--- config.mk ---
export PLATFORM = sky130hd
export DESIGN_NAME = vcom_bridge_flat
export DESIGN_NICKNAME = d
export VERILOG_FILES = /design/src/rtl/vcom_pkg.sv /design/src/rtl/vcom_if.sv /design/src/rtl/vcom_bridge.sv /design/src/flat_wrapper.sv
export SDC_FILE = /design/constraint.sdc
export NUM_CORES = 1
export LEC_CHECK = 0
export BUFFER_PORTS_ARGS = -buffer_cell sky130_fd_sc_hd__buf_2
export CAP_MARGIN = 20
export CORE_MARGIN = 5
export CORE_UTILIZATION = 63
export CTS_CLUSTER_SIZE = 40
export DETAILED_ROUTE_END_ITERATION = 10
export GPL_ROUTABILITY_DRIVEN = 0
export PLACE_DENSITY_LB_ADDON = 0.08
export SYNTH_ARGS = -nofsm -noshare
export SYNTH_HDL_FRONTEND = slang
export SYNTH_SLANG_ARGS = --single-unit
--- constraint.sdc ---
create_clock -name pclk -period 3.75 [get_ports pclk]
set_input_delay 0.5625 -clock pclk [delete_from_list [all_inputs] [get_ports pclk]]
set_output_delay 0.5625 -clock pclk [all_outputs]
set_load 0.01 [all_outputs]
--- src/rtl/vcom_pkg.sv ---
package vcom_pkg;

	localparam int unsigned CLK_HZ   = 10_000_000;
	localparam int unsigned BAUD_DEF = 115_200;
	localparam int unsigned BAUD_MIN = 9_600;
	localparam int unsigned BAUD_MAX = 921_600;
	localparam logic [15:0] DIV_DEF  = 16'(CLK_HZ / BAUD_DEF);
	localparam logic [15:0] DIV_MIN  = 16'(CLK_HZ / BAUD_MAX);
	localparam logic [15:0] DIV_MAX  = 16'(CLK_HZ / BAUD_MIN);
	localparam logic [3:0]  LAST_BIT = 4'h9;
	localparam logic [1:0]  RX_DEPTH = 2'h2;

	localparam logic [7:0] OFS_CTRL = 8'h00;
	localparam logic [7:0] OFS_DIV  = 8'h04;
	localparam logic [7:0] OFS_TX   = 8'h08;
	localparam logic [7:0] OFS_RX   = 8'h0C;
	localparam logic [7:0] OFS_STAT = 8'h10;

	localparam int CTRL_EN     = 0;
	localparam int CTRL_HS     = 1;
	localparam int CTRL_RTS    = 2;
	localparam int STAT_TXFULL = 0;
	localparam int STAT_RXVAL  = 1;
	localparam int STAT_OVR    = 2;
	localparam int STAT_BUSY   = 3;

	typedef enum logic [1:0] {
		HS_DISABLED = 2'h0,
		HS_RTS      = 2'h1,
		HS_CTS      = 2'h2,
		HS_RTSCTS   = 2'h3
	} hs_mode_t;

	typedef struct packed {
		logic        busy;
		logic        done;
		logic [3:0]  bitn;
		logic [15:0] cnt;
		logic [9:0]  sh;
	} uart_t;

	localparam uart_t UART_IDLE = '{busy: 1'b0, done: 1'b0, bitn: 4'h0, cnt: 16'h0, sh: 10'h3FF};

	// Start, eight data bits LSB first, stop; the line idles high.
	function automatic uart_t tx_step(uart_t u, logic start, logic [7:0] d, logic [15:0] div);
		uart_t r;
		r = u;
		r.done = 1'b0;
		if (!u.busy) begin
			if (start) begin
				r.busy = 1'b1;
				r.bitn = 4'h0;
				r.cnt  = div - 16'h1;
				r.sh   = {1'b1, d, 1'b0};
			end
		end else if (u.cnt != 16'h0) begin
			r.cnt = u.cnt - 16'h1;
		end else if (u.bitn == LAST_BIT) begin
			r.busy = 1'b0;
			r.done = 1'b1;
		end else begin
			r.cnt  = div - 16'h1;
			r.sh   = {1'b1, u.sh[9:1]};
			r.bitn = u.bitn + 4'h1;
		end
		return r;
	endfunction

	// Samples mid-bit; done pulses when a frame ends with a high stop bit.
	function automatic uart_t rx_step(uart_t u, logic line, logic [15:0] div);
		uart_t r;
		r = u;
		r.done = 1'b0;
		if (!u.busy) begin
			if (!line) begin
				r.busy = 1'b1;
				r.bitn = 4'h0;
				r.cnt  = div >> 1;
			end
		end else if (u.cnt != 16'h0) begin
			r.cnt = u.cnt - 16'h1;
		end else if (u.bitn == 4'h0 && line) begin
			r.busy = 1'b0;
		end else if (u.bitn == LAST_BIT) begin
			r.busy = 1'b0;
			r.done = line;
		end else begin
			r.cnt  = div - 16'h1;
			r.sh   = {line, u.sh[9:1]};
			r.bitn = u.bitn + 4'h1;
		end
		return r;
	endfunction

endpackage

--- src/rtl/vcom_if.sv ---
`timescale 1ns/100ps
interface vcom_if;
	logic tx;
	logic rx;
	logic cts_o;
	logic cts_oe;
	logic cts;
	logic rts;
	logic enable;

	// An undriven clear-to-send line is pulled to the ready level.
	assign cts = cts_oe ? cts_o : 1'b1;

	modport ctrl_end (
		input  tx,
		input  rts,
		input  enable,
		output rx,
		output cts_o,
		output cts_oe
	);

	modport target_end (
		output tx,
		output rts,
		output enable,
		input  rx,
		input  cts
	);
endinterface

--- src/rtl/vcom_bridge.sv ---
// Local design decisions: the register offsets and the APB interface to the registers.
`timescale 1ns/100ps
module vcom_bridge (
	// Clock and reset.
	input  wire logic        pclk,
	input  wire logic        presetn,
	// APB register port.
	input  wire logic        psel,
	input  wire logic        penable,
	input  wire logic        pwrite,
	input  wire logic [7:0]  paddr,
	input  wire logic [31:0] pwdata,
	output logic      [31:0] prdata,
	output logic             pready,
	output logic             pslverr,
	// Serial link.
	vcom_if.ctrl_end         link
);

	// Each register is one aligned word with its data in the low bits.
	// CTRL holds the handshake mode: disabled, rts, cts or rtscts.
	// DIV holds clock cycles per bit, clamped to the legal baud range.
	// TX takes one character for the target; RX pops the oldest one received.
	// STAT shows transmit full, receive valid, overrun and transmitter busy.
	// Writing one to the overrun bit clears it.
	// An unmapped address answers with an error and changes nothing.
	// Every access sees exactly one wait state before ready.

	typedef struct packed {
		vcom_pkg::hs_mode_t mode;
		logic [15:0]        div;
		logic [7:0]         txd;
		logic               tx_full;
		// Two-flop synchronisers for the link inputs.
		logic               tx_m;
		logic               tx_q;
		logic               rts_m;
		logic               rts_q;
		logic               en_m;
		logic               en_q;
		// Serial engines, down to the target and up from it.
		vcom_pkg::uart_t    dn;
		vcom_pkg::uart_t    up;
		// Two-character receive buffer and its fill count.
		logic [7:0]         b0;
		logic [7:0]         b1;
		logic [1:0]         cnt;
		logic               ovr;
		logic               line;
		logic               cts;
		logic               cts_oe;
		// Registered bus answer.
		logic [31:0]        prdata;
		logic               pready;
		logic               pslverr;
	} bc_state_t;

	localparam bc_state_t RST = '{
		mode:    vcom_pkg::HS_DISABLED,
		div:     vcom_pkg::DIV_DEF,
		tx_m:    1'b1,
		tx_q:    1'b1,
		line:    1'b1,
		cts:     1'b1,
		dn:      vcom_pkg::UART_IDLE,
		up:      vcom_pkg::UART_IDLE,
		default: '0
	};

	bc_state_t  s_r;
	bc_state_t  s_nxt;
	logic       acc;
	logic       wr;
	logic       rd;
	logic       start;
	logic       rx_fc;
	logic       in_line;
	logic [1:0] c;

	assign acc     = psel && penable && s_r.pready && !s_r.pslverr;
	assign wr      = acc && pwrite;
	assign rd      = acc && !pwrite;
	assign rx_fc   = s_r.mode[1];
	// A character leaves only when the target is ready or its readiness is ignored.
	assign start   = s_r.tx_full && !s_r.dn.busy && (!rx_fc || s_r.rts_q);
	// A disabled link reads as an idle line, so no false start bit is seen.
	assign in_line = s_r.en_q ? s_r.tx_q : 1'b1;

	always_comb begin
		s_nxt = s_r;
		c = s_r.cnt;
		s_nxt.tx_m  = link.tx;
		s_nxt.tx_q  = s_r.tx_m;
		s_nxt.rts_m = link.rts;
		s_nxt.rts_q = s_r.rts_m;
		s_nxt.en_m  = link.enable;
		s_nxt.en_q  = s_r.en_m;
		s_nxt.pready  = 1'b0;
		s_nxt.pslverr = 1'b0;
		// The answer is prepared on the first access cycle and stands for one cycle.
		if (psel && penable && !s_r.pready) begin
			s_nxt.pready = 1'b1;
			s_nxt.prdata = 32'h0;
			if (paddr == vcom_pkg::OFS_CTRL) begin
				s_nxt.prdata = {30'h0, s_r.mode};
			end else if (paddr == vcom_pkg::OFS_DIV) begin
				s_nxt.prdata = {16'h0, s_r.div};
			end else if (paddr == vcom_pkg::OFS_TX) begin
				s_nxt.prdata = 32'h0;
			end else if (paddr == vcom_pkg::OFS_RX) begin
				s_nxt.prdata = (s_r.cnt != 2'h0) ? {24'h0, s_r.b0} : 32'h0;
			end else if (paddr == vcom_pkg::OFS_STAT) begin
				s_nxt.prdata[vcom_pkg::STAT_TXFULL] = s_r.tx_full;
				s_nxt.prdata[vcom_pkg::STAT_RXVAL]  = s_r.cnt != 2'h0;
				s_nxt.prdata[vcom_pkg::STAT_OVR]    = s_r.ovr;
				s_nxt.prdata[vcom_pkg::STAT_BUSY]   = s_r.dn.busy;
			end else begin
				s_nxt.pslverr = 1'b1;
			end
		end

		// A started character always runs to its stop bit.
		s_nxt.dn = vcom_pkg::tx_step(s_r.dn, start, s_r.txd, s_r.div);
		if (start) begin
			s_nxt.tx_full = 1'b0;
		end

		// Register writes take effect on the edge at which ready is seen high.
		if (wr) begin
			if (paddr == vcom_pkg::OFS_CTRL) begin
				s_nxt.mode = vcom_pkg::hs_mode_t'(pwdata[1:0]);
			end else if (paddr == vcom_pkg::OFS_DIV) begin
				// Out-of-range divisors are pulled to the nearest legal rate, not refused.
				if (pwdata[31:16] != 16'h0 || pwdata[15:0] > vcom_pkg::DIV_MAX) begin
					s_nxt.div = vcom_pkg::DIV_MAX;
				end else if (pwdata[15:0] < vcom_pkg::DIV_MIN) begin
					s_nxt.div = vcom_pkg::DIV_MIN;
				end else begin
					s_nxt.div = pwdata[15:0];
				end
			end else if (paddr == vcom_pkg::OFS_TX) begin
				// A write while a character still waits is dropped; software polls full.
				if (!s_r.tx_full) begin
					s_nxt.txd     = pwdata[7:0];
					s_nxt.tx_full = 1'b1;
				end
			end else if (paddr == vcom_pkg::OFS_STAT) begin
				// Overrun is set further down, so a new overrun in this cycle wins.
				if (pwdata[vcom_pkg::STAT_OVR]) begin
					s_nxt.ovr = 1'b0;
				end
			end
		end

		// A pop comes before a new character, so a full buffer can take it.
		if (rd && paddr == vcom_pkg::OFS_RX && c != 2'h0) begin
			s_nxt.b0 = s_r.b1;
			c = c - 2'h1;
		end
		s_nxt.up = vcom_pkg::rx_step(s_r.up, in_line, s_r.div);
		if (s_nxt.up.done) begin
			if (c == 2'h0) begin
				s_nxt.b0 = s_nxt.up.sh[9:2];
				c = 2'h1;
			end else if (c == 2'h1) begin
				s_nxt.b1 = s_nxt.up.sh[9:2];
				c = 2'h2;
			end else begin
				s_nxt.ovr = 1'b1;
			end
		end

		s_nxt.cnt = c;
		// One word held counts as full; the spare slot takes a character in flight.
		s_nxt.cts    = c == 2'h0;
		s_nxt.cts_oe = s_nxt.mode[0];
		s_nxt.line   = s_nxt.dn.busy ? s_nxt.dn.sh[0] : 1'b1;
	end

	always_ff @(posedge pclk or negedge presetn) begin
		if (!presetn) begin
			s_r <= RST;
		end else begin
			s_r <= s_nxt;
		end
	end

	assign prdata      = s_r.prdata;
	assign pready      = s_r.pready;
	assign pslverr     = s_r.pslverr;
	assign link.rx     = s_r.line;
	assign link.cts_o  = s_r.cts;
	assign link.cts_oe = s_r.cts_oe;

endmodule

--- src/flat_wrapper.sv ---
// flat-port wrapper written by rule: the top's interface ports become plain ports
module vcom_bridge_flat 
  (pclk, presetn, psel, penable, pwrite, paddr, pwdata, prdata, pready, pslverr, link_tx, link_rts, link_enable, link_rx, link_cts_o, link_cts_oe);
  vcom_if link_i ();
  input  wire logic pclk;
  input  wire logic presetn;
  input  wire logic psel;
  input  wire logic penable;
  input  wire logic pwrite;
  input  wire logic [7:0] paddr;
  input  wire logic [31:0] pwdata;
  output logic      [31:0] prdata;
  output logic pready;
  output logic pslverr;
  input wire logic [$bits(link_i.tx)-1:0] link_tx;
  input wire logic [$bits(link_i.rts)-1:0] link_rts;
  input wire logic [$bits(link_i.enable)-1:0] link_enable;
  output wire logic [$bits(link_i.rx)-1:0] link_rx;
  output wire logic [$bits(link_i.cts_o)-1:0] link_cts_o;
  output wire logic [$bits(link_i.cts_oe)-1:0] link_cts_oe;
  assign link_i.tx = link_tx;
  assign link_i.rts = link_rts;
  assign link_i.enable = link_enable;
  assign link_rx = link_i.rx;
  assign link_cts_o = link_i.cts_o;
  assign link_cts_oe = link_i.cts_oe;
  vcom_bridge u_core (.pclk(pclk), .presetn(presetn), .psel(psel), .penable(penable), .pwrite(pwrite), .paddr(paddr), .pwdata(pwdata), .prdata(prdata), .pready(pready), .pslverr(pslverr), .link(link_i));
endmodule
==> results.json <==
{
  "outcome": "complete, no violations",
  "holdBufCountCts": 0,
  "clkPwrFrac_pct": 38.1,
  "combPwrFrac_pct": 17.0,
  "io_buffers": 68,
  "vias": 5867,
  "placed_area_mm2": 0.00746,
  "synthArstFlopShare_pct": 100,
  "p_switching_w": 0.00126,
  "ff2ff_path_depth": 8,
  "viasPerCell": 6.23,
  "crit_arrival_ps": 3270,
  "synthCells": 742,
  "seq_area_frac_synth_pct": 46.3,
  "rsz0062_at_grt": "no",
  "p_per_area_mw_per_mm2": 531,
  "clkSlewWorstSetupHoldPaths_ps": 50,
  "die_area_mm2": 0.0137,
  "critPathKind": "input pin to register",
  "cts_tree": "done",
  "cp-start-kind": "input pin",
  "slew_viol_final": 0,
  "grt_pass1_wl_um": 29200,
  "required_ps": 4020,
  "hold_violations": 0,
  "grt_pass1_vias": 5786,
  "tns_ps": 0,
  "finalWirelength_um": 17700,
  "hp-class": "input pin to asynchronous set/reset pin",
  "worstSetupEndpointType": "register",
  "diodes": 0,
  "die_h_um": 117,
  "clk_path_buf_depth": 2,
  "antenna_found_initial": 0,
  "drcViolationCount": 0,
  "die_w_um": 117,
  "drt_first_pass_iters": 5,
  "nNetsFinal": 846,
  "fin_crit_sh_pct": 79.9,
  "finalSetupViolations": 0,
  "power_leakage_nw": 3.75,
  "ys_ff_latch": 132,
  "route.detailed.wl_per_inst_um": 18.8,
  "row_count": 39,
  "cts_max_level": 4,
  "start_util_pct": 63.6,
  "synth_edf_count": 0,
  "root_buffer": "clkbuf_16",
  "syn2layout_area_growth_pct": 11.6,
  "drtIter0Drc": 601,
  "drv_cap": 0,
  "reg2reg_slack_ps": 850,
  "critPathMaxFanout": 16,
  "instances_no_fill": 941,
  "drive_gt1_share_pct": 19.9,
  "max_slew_margin_pct": 39.1,
  "yosys_warnings": 0,
  "reg2reg_to": "u_core.s_r[117]$_DFFE_PN0P_",
  "fin_area_mm2": 0.00803,
  "cts_setup_buffers": 0,
  "p_sw_share_pct": 29.6,
  "numCtsBuffers": 17,
  "gr-total-overflow": 0,
  "synth_cell_types": 74,
  "synth_area_per_cell_um2": 9.70,
  "fmax_mhz": 334,
  "numClockSinks": 132,
  "coreArea_mm2": 0.0113,
  "synth-main-ff-cell": "dfrtp_1",
  "syn-cell-area_mm2": 0.00720,
  "tightest_slew_ps": 906,
  "dp_cells": 909,
  "power.internal_w": 0.00300,
  "min_period_ps": 3000,
  "skew_ps": 7.30,
  "grt_max_degree": 59,
  "clk_latency_ps": 420,
  "postRouteAntennaNets": 0,
  "dp_hpwl_um": 12700,
  "pwr-share-seq_pct": 45.0,
  "peakVddDrop_v": 0.000695,
  "io_pins": 85,
  "grt_usage_pct": 27.4,
  "cts_resized": 0,
  "timing.rr.start": "u_core.s_r[98]$_DFFE_PN0P_"
}
-- layout make-up --
cell class / count / area [µm²]
clock buffer: 24 / 472
sequential: 132 / 3340
clock inverter: 8 / 103
tap: 143 / 179
multi-input combinational: 536 / 3450
timing repair buffer: 76 / 415
fill: 850 / 3290
inverter: 22 / 82.6
-- registers in the layout (all words and copies together) (netlist names) --
signal / cells
u_core.s_r: 108
u_core.prdata: 16
u_core.s_nxt: 3
u_core.link.cts_o: 1
u_core.link.rx: 1
u_core.pready: 1
u_core.pslverr: 1
u_core.rx_fc: 1
-- worst max-delay path: stages --
cell,delay (ps)
buf_2,100
nor4_2,400
nand3_1,260
or4b_1,630
mux2i_1,360
ha_1,250
nand3_1,380
nand2_1,210
o21ai_0,110
-- cell families (layout without fill, tap and decap cells) --
logic type / count (synthesis) / in the layout / share of synthesized area (%)
buffers and inverters: 89 / 130 / 6.55
other: 1 / 16 / 0.0521
flip-flops: 132 / 132 / 46.3
AND/OR/NAND/NOR: 287 / 287 / 21.1
XOR/XNOR: 24 / 24 / 2.92
AO/OA/AOI/OAI: 159 / 159 / 15.5
adder cells (fa/ha/maj): 13 / 13 / 2.26
multiplexers: 37 / 37 / 5.35
-- power groups by stage --
| stage | registers [W] | clock network, W | logic, W |
|---|---|---|---|
| floorplan | 0.00183 | 0 | 0.000601 |
| global placement | 0.00191 | 0 | 0.000687 |
| detailed placement | 0.00192 | 0 | 0.000721 |
| CTS | 0.00191 | 0.00164 | 0.000720 |
| global route | 0.00195 | 0.00172 | 0.000814 |
| finish | 0.00192 | 0.00162 | 0.000724 |
-- per-stage QoR --
| step | hold slack [ps] | total power (W) | utilization [%] | setup slack, ps |
|---|---|---|---|---|
| final | 218 | 0.00427 | 71.0 | 753 |
| after global routing | 220 | 0.00448 | 71.0 | 534 |
| after CTS | 227 | 0.00427 | 71.0 | 794 |
| after detailed placement | 346 | 0.00264 | 65.9 | 391 |
| after global placement | 339 | 0.00260 | 65.9 | 602 |
| after floorplan | 267 | 0.00243 | - | 762 |
-- cell usage in the layout, fill, tap and decap left out, types with 4 or more instances in the layout --
cell	n
dfrtp_1	106
nand2_1	93
buf_2	67
nor2_1	56
o21ai_0	32
dfstp_2	26
mux2i_1	25
a21oi_1	22
inv_1	21
a22oi_1	21
nor3_1	19
nand3_1	17
nor4_1	17
a22o_1	17
clkbuf_16	17
xnor2_1	16
conb_1	16
ha_1	13
mux2_2	12
nand4_1	11
nand2b_1	9
o22ai_1	9
o211ai_1	9
and2_1	8
xor2_1	8
buf_4	8
or4_1	7
nor3b_1	7
o31ai_1	6
a211oi_1	6
nand3b_1	5
and3_1	5
clkbuf_1	5
clkinvlp_4	5
or3_1	4
a21o_1	4
a221o_1	4
o41ai_1	4
-- metal layers --
layer	up-vias	share of wire (%)	global-route usage (%)	routed length, µm
li1	2724	-	-	-
met1	2861	44	38.3	7850
met2	240	46	41.5	8210
met3	42	7.1	7.56	1260
met4	0	2.2	9.48	391
met5	-	0	0	0
-- synth_stat cells, types with 3 or more instances --
master	instances	area, µm²
dfrtp_1	106	2650
nand2_1	93	349
nor2_1	56	210
buf_4	33	248
o21ai_0	32	160
clkbuf_1	26	97.6
dfstp_2	26	683
mux2i_1	25	250
a21oi_1	22	110
a22oi_1	21	158
inv_1	21	78.8
nor3_1	19	95.1
a22o_1	17	149
nand3_1	17	85.1
nor4_1	17	106
xnor2_1	16	140
ha_1	13	163
mux2_2	12	135
nand4_1	11	68.8
nand2b_1	9	56.3
o211ai_1	9	67.6
o22ai_1	9	56.3
and2_1	8	50.1
xor2_1	8	70.1
nor3b_1	7	52.6
or4_1	7	52.6
a211oi_1	6	45.0
o31ai_1	6	45.0
and3_1	5	31.3
nand3b_1	5	37.5
a21o_1	4	30.0
a221o_1	4	40.0
buf_2	4	20.0
o41ai_1	4	35.0
or3_1	4	25.0
a31oi_1	3	18.8
and4_1	3	26.3
nor2b_1	3	18.8
nor4_2	3	37.5
nor4b_1	3	26.3
o31a_1	3	26.3
-- worst max-delay path by stage --
stage	start	cells after the start	endpoint	slack, ps
floorplan	paddr[1]	10	u_core.s_r[45]$_DFFE_PN0P_	760
global placement	paddr[1]	8	u_core.s_r[47]$_DFFE_PN0P_	600
detailed placement	paddr[1]	9	u_core.s_r[40]$_DFFE_PN0P_	390
CTS	paddr[1]	9	u_core.s_r[41]$_DFFE_PN0P_	790
global route	paddr[1]	8	u_core.s_r[47]$_DFFE_PN0P_	530
finish	paddr[1]	9	u_core.s_r[41]$_DFFE_PN0P_	750
(Power assumes the default switching activity.)
